==> src/include/twcb_pkg.sv <==
package twcb_pkg;
  // register byte addresses
  localparam logic [7:0] ADDR_CTRL = 8'h00;
  localparam logic [7:0] ADDR_DIV  = 8'h04;
  localparam logic [7:0] ADDR_TXD  = 8'h08;
  localparam logic [7:0] ADDR_CRC  = 8'h0c;
  localparam logic [7:0] ADDR_STAT = 8'h10;
  localparam logic [7:0] ADDR_INTS = 8'h14;
  localparam logic [7:0] ADDR_INTM = 8'h18;

  // control fields
  localparam int CTRL_EN_BIT  = 0;
  localparam int CTRL_MST_BIT = 1;
  localparam int DIV_SEL_W    = 3;

  // reset values
  localparam logic [2:0] DIV_RST  = 3'h0;
  localparam logic [7:0] CRC_RST  = 8'h00;
  localparam logic [3:0] MASK_RST = 4'h0;

  // crc-8, x^8+x^2+x+1
  localparam logic [7:0] CRC_POLY = 8'h07;
  localparam logic [7:0] CRC_INIT = 8'h00;

  // half of the smallest divisor (20), doubled per select code
  localparam logic [11:0] HALF_BASE = 12'h00a;
  localparam logic [3:0]  ACK_BIT   = 4'h8;

  // status word layout
  typedef struct packed {
    logic master;
    logic tx_empty;
    logic crc_ready;
    logic busy;
  } twcb_stat_t;

  // interrupt event layout
  typedef struct packed {
    logic stop_seen;
    logic byte_done;
    logic arb_lost;
    logic crc_ready;
  } twcb_evt_t;

  typedef enum logic [5:0] {
    ST_IDLE  = 6'b000001,
    ST_START = 6'b000010,
    ST_LOW   = 6'b000100,
    ST_HIGH  = 6'b001000,
    ST_WAIT  = 6'b010000,
    ST_STOP  = 6'b100000
  } twcb_state_t;
endpackage

==> src/hw/twcb_crc8.sv <==
`timescale 1ns/1ps
module twcb_crc8
  import twcb_pkg::*;
(
  input  wire logic       clk,
  input  wire logic       rst,
  input  wire logic       clr,
  input  wire logic       byte_vld,
  input  wire logic [7:0] byte_in,
  output logic      [7:0] crc,
  output logic            load
);
  logic [7:0] stage [0:8];

  // one shift stage per data bit, msb first
  assign stage[0] = crc;
  genvar i;
  generate
    for (i = 0; i < 8; i++)
    begin : g_bit
      assign stage[i+1] = {stage[i][6:0], 1'b0} ^
        ((stage[i][7] ^ byte_in[7-i]) ? CRC_POLY : 8'h00);
    end
  endgenerate

  // running crc over the packet, cleared at start
  always_ff @(posedge clk or posedge rst)
  begin
    if (rst)
      crc <= CRC_INIT;
    else if (clr)
      crc <= CRC_INIT;
    else if (byte_vld)
      crc <= stage[8];
  end

  // result is usable the cycle after the update
  always_ff @(posedge clk or posedge rst)
  begin
    if (rst)
      load <= 1'b0;
    else
      load <= byte_vld & ~clr;
  end
endmodule

==> src/hw/twcb_top.sv <==
// Our own choices: the APB slave port and the register offsets.
`timescale 1ns/1ps
// Contract
// - crc reads valid while enabled and ready
// - crc per byte, then ready flag set
// - reading crc register clears ready
// - hardware clears ready before next load
// - rate code selects divisor 20 to 2560
// - arbitration loss releases both lines
// - busy stays set until stop seen
// - disabling releases bus, clears busy
// - re-enabling resumes normal operation
module twcb_top
  import twcb_pkg::*;
(
  input  wire logic        SYS_CLK,
  input  wire logic        SYS_RST,
  input  wire logic        PSEL,
  input  wire logic        PENABLE,
  input  wire logic        PWRITE,
  input  wire logic [7:0]  PADDR,
  input  wire logic [31:0] PWDATA,
  output logic      [31:0] PRDATA,
  output logic             PREADY,
  output logic             PSLVERR,
  input  wire logic        SCL_IN,
  output logic             SCL_OUT,
  output logic             SCL_OE_N,
  input  wire logic        SDA_IN,
  output logic             SDA_OUT,
  output logic             SDA_OE_N,
  output logic             IRQ
);
  logic        en_q, mst_q, tx_empty_q, crc_ready_q, busy_q;
  logic [2:0]  sel_q;
  logic [7:0]  txd_q, shift_q, rx_q;
  logic [3:0]  mask_q;
  twcb_evt_t   ints_q, evt;
  twcb_stat_t  stat;
  twcb_state_t st_q;
  logic [11:0] cnt_q, half_cnt;
  logic [3:0]  bit_q, mon_cnt_q;
  logic        scl_m_q, scl_s_q, scl_p_q, sda_m_q, sda_s_q, sda_p_q;
  logic        wr_acc, rd_acc, setup, rd_crc, map_ok, tick;
  logic        start_det, stop_det, scl_rise, byte_vld, crc_load, arb_ev;
  logic        ld_ev;
  logic [7:0]  crc_val;

  // apb decode
  assign setup  = PSEL & ~PENABLE;
  assign wr_acc = PSEL & PENABLE & PREADY & PWRITE;
  assign rd_acc = PSEL & PENABLE & PREADY & ~PWRITE;
  assign rd_crc = rd_acc & (PADDR == ADDR_CRC);
  assign map_ok = PADDR inside {ADDR_CTRL, ADDR_DIV, ADDR_TXD, ADDR_CRC,
                                ADDR_STAT, ADDR_INTS, ADDR_INTM};
  assign stat   = '{master: mst_q, tx_empty: tx_empty_q,
                    crc_ready: crc_ready_q, busy: busy_q};

  // no wait state: answer in the first access cycle
  always_ff @(posedge SYS_CLK or posedge SYS_RST)
  begin
    if (SYS_RST)
    begin
      PREADY  <= 1'b0;
      PSLVERR <= 1'b0;
    end
    else
    begin
      PREADY  <= setup;
      PSLVERR <= setup & ~map_ok;
    end
  end

  // read data captured in the setup cycle
  always_ff @(posedge SYS_CLK or posedge SYS_RST)
  begin
    if (SYS_RST)
      PRDATA <= 32'h0000_0000;
    else if (setup & ~PWRITE)
    begin
      unique case (PADDR)
        ADDR_CTRL: PRDATA <= {30'h0, mst_q, en_q};
        ADDR_DIV:  PRDATA <= {29'h0, sel_q};
        ADDR_TXD:  PRDATA <= {24'h0, txd_q};
        ADDR_CRC:  PRDATA <= {24'h0, (en_q & crc_ready_q) ? crc_val
                                                          : 8'h00};
        ADDR_STAT: PRDATA <= {28'h0, stat};
        ADDR_INTS: PRDATA <= {28'h0, ints_q};
        ADDR_INTM: PRDATA <= {28'h0, mask_q};
        default:   PRDATA <= 32'h0000_0000;
      endcase
    end
  end

  // enable, rate select and mask registers
  always_ff @(posedge SYS_CLK or posedge SYS_RST)
  begin
    if (SYS_RST)
    begin
      en_q   <= 1'b0;
      sel_q  <= DIV_RST;
      mask_q <= MASK_RST;
    end
    else if (wr_acc)
    begin
      if (PADDR == ADDR_CTRL)
        en_q <= PWDATA[CTRL_EN_BIT];
      if (PADDR == ADDR_DIV)
        sel_q <= PWDATA[DIV_SEL_W-1:0];
      if (PADDR == ADDR_INTM)
        mask_q <= PWDATA[3:0];
    end
  end

  // master request: cleared by software, loss or disable
  always_ff @(posedge SYS_CLK or posedge SYS_RST)
  begin
    if (SYS_RST)
      mst_q <= 1'b0;
    else if (~en_q | arb_ev)
      mst_q <= 1'b0;
    else if (wr_acc && PADDR == ADDR_CTRL)
      mst_q <= PWDATA[CTRL_MST_BIT];
  end

  // transmit holding register
  always_ff @(posedge SYS_CLK or posedge SYS_RST)
  begin
    if (SYS_RST)
    begin
      txd_q      <= 8'h00;
      tx_empty_q <= 1'b1;
    end
    else if (wr_acc && PADDR == ADDR_TXD)
    begin
      txd_q      <= PWDATA[7:0];
      tx_empty_q <= 1'b0;
    end
    else if (~en_q | ld_ev)
      tx_empty_q <= 1'b1;
  end

  // pin synchronisers and edge history
  always_ff @(posedge SYS_CLK or posedge SYS_RST)
  begin
    if (SYS_RST)
    begin
      {scl_m_q, scl_s_q, scl_p_q} <= 3'h7;
      {sda_m_q, sda_s_q, sda_p_q} <= 3'h7;
    end
    else
    begin
      {scl_m_q, scl_s_q, scl_p_q} <= {SCL_IN, scl_m_q, scl_s_q};
      {sda_m_q, sda_s_q, sda_p_q} <= {SDA_IN, sda_m_q, sda_s_q};
    end
  end

  assign start_det = en_q & scl_s_q & scl_p_q & sda_p_q & ~sda_s_q;
  assign stop_det  = en_q & scl_s_q & scl_p_q & ~sda_p_q & sda_s_q;
  assign scl_rise  = en_q & scl_s_q & ~scl_p_q;
  assign byte_vld  = scl_rise & (mon_cnt_q == 4'h7);

  // bus monitor: every byte on the bus, sent or received
  always_ff @(posedge SYS_CLK or posedge SYS_RST)
  begin
    if (SYS_RST)
    begin
      mon_cnt_q <= 4'h0;
      rx_q      <= 8'h00;
    end
    else if (start_det | ~en_q)
      mon_cnt_q <= 4'h0;
    else if (scl_rise)
    begin
      mon_cnt_q <= (mon_cnt_q == ACK_BIT) ? 4'h0 : mon_cnt_q + 4'h1;
      if (mon_cnt_q != ACK_BIT)
        rx_q <= {rx_q[6:0], sda_s_q};
    end
  end

  // bus busy from start until stop or disable
  always_ff @(posedge SYS_CLK or posedge SYS_RST)
  begin
    if (SYS_RST)
      busy_q <= 1'b0;
    else if (~en_q)
      busy_q <= 1'b0;
    else if (start_det)
      busy_q <= 1'b1;
    else if (stop_det)
      busy_q <= 1'b0;
  end

  // packet crc, restarted at each start
  twcb_crc8 i_twcb_crc8 (
    .clk      (SYS_CLK),
    .rst      (SYS_RST),
    .clr      (start_det | ~en_q),
    .byte_vld (byte_vld),
    .byte_in  ({rx_q[6:0], sda_s_q}),
    .crc      (crc_val),
    .load     (crc_load)
  );

  // ready flag: disable clears first, load beats read or next byte
  always_ff @(posedge SYS_CLK or posedge SYS_RST)
  begin
    if (SYS_RST)
      crc_ready_q <= 1'b0;
    else if (~en_q)
      crc_ready_q <= 1'b0;
    else if (crc_load)
      crc_ready_q <= 1'b1;
    else if (byte_vld | rd_crc)
      crc_ready_q <= 1'b0;
  end

  // half-period count from the rate select code
  assign half_cnt = HALF_BASE << sel_q;
  assign tick     = (cnt_q == 12'h000);

  // baud timer, stalled while scl is stretched high phase
  always_ff @(posedge SYS_CLK or posedge SYS_RST)
  begin
    if (SYS_RST)
      cnt_q <= 12'h000;
    else if (st_q == ST_IDLE || st_q == ST_WAIT || tick)
      cnt_q <= half_cnt - 12'h001;
    else if (st_q != ST_HIGH || scl_s_q)
      cnt_q <= cnt_q - 12'h001;
  end

  assign ld_ev  = en_q & ~tx_empty_q & ((st_q == ST_IDLE & mst_q & ~busy_q)
                | (st_q == ST_WAIT) | (st_q == ST_HIGH & tick &
                  bit_q == ACK_BIT & ~arb_ev));
  assign arb_ev = en_q & (st_q == ST_HIGH) & tick & (bit_q != ACK_BIT)
                & SDA_OE_N & ~sda_s_q;

  // master byte sender
  always_ff @(posedge SYS_CLK or posedge SYS_RST)
  begin
    if (SYS_RST)
    begin
      st_q     <= ST_IDLE;
      bit_q    <= 4'h0;
      shift_q  <= 8'h00;
      SCL_OE_N <= 1'b1;
      SDA_OE_N <= 1'b1;
    end
    else if (~en_q)
    begin
      st_q     <= ST_IDLE;
      SCL_OE_N <= 1'b1;
      SDA_OE_N <= 1'b1;
    end
    else if (arb_ev)
    begin
      st_q     <= ST_IDLE;
      SCL_OE_N <= 1'b1;
      SDA_OE_N <= 1'b1;
    end
    else
    begin
      unique case (st_q)
        ST_IDLE:
          if (ld_ev)
          begin
            shift_q  <= txd_q;
            SDA_OE_N <= 1'b0;
            st_q     <= ST_START;
          end
        ST_START:
          if (tick)
          begin
            SCL_OE_N <= 1'b0;
            SDA_OE_N <= shift_q[7];
            bit_q    <= 4'h0;
            st_q     <= ST_LOW;
          end
        ST_LOW:
          if (tick)
          begin
            SCL_OE_N <= 1'b1;
            st_q     <= ST_HIGH;
          end
        ST_HIGH:
          if (tick)
          begin
            SCL_OE_N <= 1'b0;
            if (bit_q != ACK_BIT)
            begin
              bit_q    <= bit_q + 4'h1;
              shift_q  <= {shift_q[6:0], 1'b0};
              SDA_OE_N <= (bit_q == 4'h7) ? 1'b1 : shift_q[6];
              st_q     <= ST_LOW;
            end
            else if (ld_ev)
            begin
              shift_q  <= txd_q;
              bit_q    <= 4'h0;
              SDA_OE_N <= txd_q[7];
              st_q     <= ST_LOW;
            end
            else if (~mst_q)
            begin
              SDA_OE_N <= 1'b0;
              bit_q    <= 4'h0;
              st_q     <= ST_STOP;
            end
            else
              st_q <= ST_WAIT;
          end
        ST_WAIT:
          if (ld_ev)
          begin
            shift_q  <= txd_q;
            bit_q    <= 4'h0;
            SDA_OE_N <= txd_q[7];
            st_q     <= ST_LOW;
          end
          else if (~mst_q)
          begin
            SDA_OE_N <= 1'b0;
            bit_q    <= 4'h0;
            st_q     <= ST_STOP;
          end
        ST_STOP:
          if (tick)
          begin
            if (bit_q == 4'h0)
            begin
              SCL_OE_N <= 1'b1;
              bit_q    <= 4'h1;
            end
            else
            begin
              SDA_OE_N <= 1'b1;
              st_q     <= ST_IDLE;
            end
          end
      endcase
    end
  end

  // open-drain lines only ever pull low
  always_ff @(posedge SYS_CLK or posedge SYS_RST)
  begin
    if (SYS_RST)
    begin
      SCL_OUT <= 1'b0;
      SDA_OUT <= 1'b0;
    end
    else
    begin
      SCL_OUT <= 1'b0;
      SDA_OUT <= 1'b0;
    end
  end

  assign evt = '{stop_seen: stop_det, byte_done: scl_rise &
                 (mon_cnt_q == ACK_BIT), arb_lost: arb_ev,
                 crc_ready: crc_load};

  // sticky events, cleared by a read; a new event wins
  always_ff @(posedge SYS_CLK or posedge SYS_RST)
  begin
    if (SYS_RST)
      ints_q <= '0;
    else if (rd_acc && PADDR == ADDR_INTS)
      ints_q <= evt;
    else
      ints_q <= ints_q | evt;
  end

  // level interrupt from unmasked events
  always_ff @(posedge SYS_CLK or posedge SYS_RST)
  begin
    if (SYS_RST)
      IRQ <= 1'b0;
    else
      IRQ <= |(ints_q & mask_q);
  end

  chk_crc_read: assert property (@(posedge SYS_CLK) disable iff (SYS_RST)
    setup & ~PWRITE & (PADDR == ADDR_CTRL + 8'h0c) |=>
      PRDATA == {24'h0, ($past(en_q) & $past(crc_ready_q))
                        ? $past(crc_val) : 8'h00})
    else $error("crc read data wrong");
  chk_crc_load: assert property (@(posedge SYS_CLK) disable iff (SYS_RST)
    byte_vld & ~start_det ##1 en_q |=> crc_ready_q)
    else $error("crc ready not set after byte");
  chk_read_clear: assert property (@(posedge SYS_CLK) disable iff (SYS_RST)
    rd_crc & ~crc_load |=> ~crc_ready_q)
    else $error("crc read did not clear ready");
  chk_hw_clear: assert property (@(posedge SYS_CLK) disable iff (SYS_RST)
    byte_vld ##1 en_q |-> ~crc_ready_q ##1 crc_ready_q)
    else $error("ready not cleared before load");
  chk_div_rate: assert property (@(posedge SYS_CLK) disable iff (SYS_RST)
    st_q == ST_LOW && tick |=> cnt_q == (12'h00a << sel_q) - 12'h001)
    else $error("divider reload wrong");
  chk_arb_release: assert property (@(posedge SYS_CLK) disable iff (SYS_RST)
    arb_ev |=> SCL_OE_N && SDA_OE_N && st_q == ST_IDLE && !mst_q)
    else $error("lines not released on loss");
  chk_busy_hold: assert property (@(posedge SYS_CLK) disable iff (SYS_RST)
    busy_q && en_q && !stop_det |=> busy_q)
    else $error("busy dropped without stop");
  chk_disable_clr: assert property (@(posedge SYS_CLK) disable iff (SYS_RST)
    !en_q |=> !busy_q && SCL_OE_N && SDA_OE_N && !crc_ready_q)
    else $error("disable did not release bus");
endmodule

==> config.mk <==
export PLATFORM = sky130hd
export DESIGN_NAME = twcb_top
export DESIGN_NICKNAME = d
export VERILOG_FILES = /design/src/include/twcb_pkg.sv /design/src/hw/twcb_crc8.sv /design/src/hw/twcb_top.sv
export SDC_FILE = /design/constraint.sdc
export NUM_CORES = 1
export LEC_CHECK = 0
export BUFFER_PORTS_ARGS = -buffer_cell sky130_fd_sc_hd__buf_2
export CAP_MARGIN = 40
export CORE_ASPECT_RATIO = 1.2
export CORE_MARGIN = 2
export CORE_UTILIZATION = 35
export CTS_CLUSTER_SIZE = 25
export DETAILED_ROUTE_END_ITERATION = 8
export GPL_ROUTABILITY_DRIVEN = 0
export REMOVE_ABC_BUFFERS = 1
export SLEW_MARGIN = 20
export SYNTH_ARGS = -nofsm -noshare
export SYNTH_HDL_FRONTEND = slang
export SYNTH_SLANG_ARGS = --single-unit
export TNS_END_PERCENT = 50
==> constraint.sdc <==
create_clock -name SYS_CLK -period 5 [get_ports SYS_CLK]
set_clock_uncertainty 0.1 [all_clocks]
set_input_delay 0.5 -clock SYS_CLK [delete_from_list [all_inputs] [get_ports SYS_CLK]]
set_output_delay 0.5 -clock SYS_CLK [all_outputs]
set_load 0.005 [all_outputs]
==> metrics.txt <==
# TYPE chip_impl_metric gauge
chip_impl_info{name="status",value="finished, final reports clean"} 1
chip_impl_metric{name="hold_slack",unit="ps"} 149
chip_impl_metric{name="fin_crit_sh",unit="%"} 75.7
chip_impl_metric{name="ctsResizeCount",unit=""} 0
chip_impl_metric{name="power_per_cell_area",unit="mW/mm²"} 251
chip_impl_metric{name="fmax",unit="GHz"} 0.264
chip_impl_metric{name="grt_start_max_net_pins",unit=""} 53
chip_impl_metric{name="p_total",unit="mW"} 1.53
chip_impl_metric{name="initialDrtViolationCount",unit=""} 253
chip_impl_metric{name="worst_slew_margin",unit="%"} 43.8
chip_impl_metric{name="synth.top_cell.area_share",unit="%"} 37.5
chip_impl_metric{name="post_synth.cell_area_avg",unit="µm²"} 9.78
chip_impl_metric{name="critical_path_arrival",unit="ps"} 3940
chip_impl_metric{name="cp.required",unit="ps"} 5150
chip_impl_metric{name="via_count",unit=""} 4397
chip_impl_metric{name="cts-buffers-inserted",unit=""} 9
chip_impl_metric{name="edff_count_synth",unit=""} 0
chip_impl_info{name="tritoncts_clock_tree",value="yes"} 1
chip_impl_metric{name="fillerInstances",unit=""} 1572
chip_impl_metric{name="initial_antenna_violation_count",unit=""} 0
chip_impl_metric{name="route.detailed.vias_per_inst",unit=""} 5.48
chip_impl_info{name="yosys.cell_count.top_type",value="sky130_fd_sc_hd__dfrtp_1"} 1
chip_impl_metric{name="dpl_cell_area",unit="mm²"} 0.00578
chip_impl_metric{name="initial_core_util",unit="%"} 35.7
chip_impl_metric{name="peakVddDrop",unit="mV"} 0.178
chip_impl_metric{name="die_y",unit="µm"} 142
chip_impl_metric{name="num_rows",unit=""} 50
chip_impl_info{name="synth.cells.most_frequent",value="sky130_fd_sc_hd__dfrtp_1, sky130_fd_sc_hd__nand2_1, sky130_fd_sc_hd__o21ai_0"} 1
chip_impl_metric{name="synth.lib_cells_used.distinct",unit=""} 80
chip_impl_metric{name="num_io_pins",unit=""} 86
chip_impl_metric{name="clk-insertion-delay-late",unit="ps"} 350
chip_impl_metric{name="ys_ff_latch",unit=""} 93
chip_impl_metric{name="die_x",unit="µm"} 119
chip_impl_info{name="start_kind",value="flip-flop"} 1
chip_impl_metric{name="fp.dieArea",unit="mm²"} 0.0168
chip_impl_info{name="type_of_destination_of_the_critical_path",value="flip-flop"} 1
chip_impl_metric{name="wl",unit="mm"} 13.2
chip_impl_metric{name="num-nets-final",unit=""} 642
chip_impl_metric{name="residual_drc_count",unit=""} 0
chip_impl_metric{name="routedWlPerCell",unit="µm"} 16.4
chip_impl_metric{name="grt_overflow_total",unit=""} 0
chip_impl_metric{name="final_layout_size_suffix_gt1_share",unit="%"} 20.0
chip_impl_metric{name="sequential_cell_area_fraction_in_the_yosys_report",unit="%"} 42.3
chip_impl_metric{name="path_clk_slew",unit="ps"} 70
chip_impl_metric{name="final_number_of_max_transition_violations",unit=""} 0
chip_impl_metric{name="design.core.area",unit="mm²"} 0.0155
chip_impl_metric{name="htree_num_levels",unit=""} 3
chip_impl_metric{name="cts_hold_buffers",unit=""} 0
chip_impl_metric{name="report.final.hold_viol_count",unit=""} 0
chip_impl_metric{name="crit_fanout",unit=""} 14
chip_impl_metric{name="detail_route.first_pass.iterations",unit=""} 5
chip_impl_metric{name="via_count_of_the_first_global_routing_pass",unit=""} 4355
chip_impl_metric{name="postLayoutCellArea",unit="mm²"} 0.00607
chip_impl_metric{name="period_needed",unit="ps"} 3780
chip_impl_metric{name="power_leakage",unit="nW"} 2.66
chip_impl_info{name="ctsRootBufferMaster",value="sky130_fd_sc_hd__clkbuf_16"} 1
chip_impl_metric{name="detailed_place_hpwl",unit="mm"} 9.54
chip_impl_metric{name="cts-root-to-sink-buffers",unit=""} 2
chip_impl_info{name="hold_path.class",value="primary input to async pin"} 1
chip_impl_metric{name="io_buffers",unit=""} 35
chip_impl_info{name="grt_setup_unrepaired",value="false"} 1
chip_impl_metric{name="worst_slew_pin_slew",unit="ps"} 830
chip_impl_metric{name="asyncSetResetFlopFracSynth",unit="%"} 100
chip_impl_info{name="synth-main-ff-cell",value="sky130_fd_sc_hd__dfrtp_1"} 1
chip_impl_metric{name="grt_first_pass_wirelength",unit="mm"} 22.1
chip_impl_info{name="critPathKind",value="flip-flop to flip-flop"} 1
chip_impl_metric{name="preCtsSetupSlack",unit="ps"} 1270
chip_impl_info{name="synth_largest_area_cell",value="sky130_fd_sc_hd__dfrtp_1"} 1
chip_impl_metric{name="final.setup.worst_slack",unit="ps"} 1220
chip_impl_metric{name="gate_count_of_the_mapped_netlist",unit=""} 566
chip_impl_metric{name="tns",unit="ps"} 0
chip_impl_metric{name="antenna_cells_inserted",unit=""} 0
chip_impl_metric{name="layoutNonFillerInstCount",unit=""} 803
chip_impl_metric{name="area_added_between_synthesis_and_finish",unit="%"} 9.67
chip_impl_info{name="ys_top_cells_by_area",value="sky130_fd_sc_hd__dfrtp_1, sky130_fd_sc_hd__mux2_2, sky130_fd_sc_hd__dfstp_2"} 1
chip_impl_metric{name="antenna_left",unit=""} 0
chip_impl_metric{name="drv.max_cap_violation_count",unit=""} 0
chip_impl_metric{name="post_synth_instance_area",unit="mm²"} 0.00554
chip_impl_metric{name="report.final.setup_viol",unit=""} 0
chip_impl_metric{name="buffers_inserted_during_post_cts_setup_optimization",unit=""} 0
chip_impl_metric{name="finalCoreUtilization",unit="%"} 39.1
chip_impl_metric{name="yosys_warnings",unit=""} 0
chip_impl_metric{name="tritoncts_sinks",unit=""} 93
chip_impl_metric{name="grt_use_total",unit="%"} 16.3
chip_impl_metric{name="post-place-cells",unit=""} 786
area by class of cell:
cell class	count	area (µm²)	share of cell area (%)
flip-flops and latches	93	2340	38.5
clock inverters	7	62.6	1.03
multi-input cells	428	2910	47.8
repair buffers	39	205	3.38
inverters	19	73.8	1.22
clock buffers	9	225	3.71
well taps	208	260	4.29
report_power, final:
| part | switching (mW) | total (mW) | internal (mW) |
|---|---|---|---|
| logic | 0.0481 | 0.0756 | 0.0275 |
| registers | 0.0112 | 0.780 | 0.769 |
| clock network | 0.322 | 0.671 | 0.349 |
cell families (layout without fill, tap and decap cells):
kind of cell    count (synthesis)  count (layout)  share of synthesized area (%)
compound gates                155             155                           19.1
xor+xnor                       24              24                           4.05
fa+ha+maj                       5               5                           1.13
buf+inv                        70              74                           6.96
flops                          93              93                           42.3
mux                            46              46                           9.18
other cells                     1              26                         0.0677
simple gates                  172             172                           17.3
state kept, by name, summed over array words and instances, names as in the netlist, 3 cells and up:
name and count:
sel_q 3, st_q 6, cnt_q 12, mon_cnt_q 4, shift_q 8, txd_q 8, PRDATA 8, ints_q 4
rx_q 7, mask_q 4, i_twcb_crc8.crc 8, bit_q 4
path summary, 6_finish.rpt:
kind,startpoint,to,slack (ps),cells past startpoint
hold / removal,SYS_RST,cnt_q[5],150,2
setup reg to reg,st_q[1],cnt_q[10],1220,10
setup / recovery,st_q[1],cnt_q[10],1220,10
hold reg to reg,sda_m_q,sda_s_q,260,0
max in group asynchronous,SYS_RST,i_twcb_crc8.crc[2],3670,3
min in group SYS_CLK,SDA_IN,sda_m_q,150,1
worst max-delay path: stages (launching register included):
cell                       delay (ps)
sky130_fd_sc_hd__dfrtp_1          540
sky130_fd_sc_hd__or4_1            690
sky130_fd_sc_hd__a21oi_2          330
sky130_fd_sc_hd__nor2_1           270
sky130_fd_sc_hd__a21boi_0         270
sky130_fd_sc_hd__ha_1             290
sky130_fd_sc_hd__inv_1            130
sky130_fd_sc_hd__or4_1            560
sky130_fd_sc_hd__o211ai_1         190
sky130_fd_sc_hd__a21oi_1           80
sky130_fd_sc_hd__a311oi_1         250
cells in the final DEF, fill, tap and decap left out, types with 13 or more instances in the layout:
cell type / n
sky130_fd_sc_hd__dfrtp_1: 83
sky130_fd_sc_hd__nand2_1: 41
sky130_fd_sc_hd__o21ai_0: 39
sky130_fd_sc_hd__buf_2: 35
sky130_fd_sc_hd__mux2_2: 34
sky130_fd_sc_hd__nor2_1: 31
sky130_fd_sc_hd__a21oi_1: 30
sky130_fd_sc_hd__conb_1: 26
sky130_fd_sc_hd__inv_1: 18
sky130_fd_sc_hd__xnor2_1: 16
sky130_fd_sc_hd__nand3_1: 13
layer usage:
metal  up-vias  global-route usage, %  part of all wire, %
met2       146                   27.4                   50
met1      2121                   20.3                   43
met5         -                      0                    0
li1       2103                      -                    -
met4         0                   6.95                  2.8
met3        27                   3.30                  4.3
No activity file was read; power rests on OpenSTA's default activity.
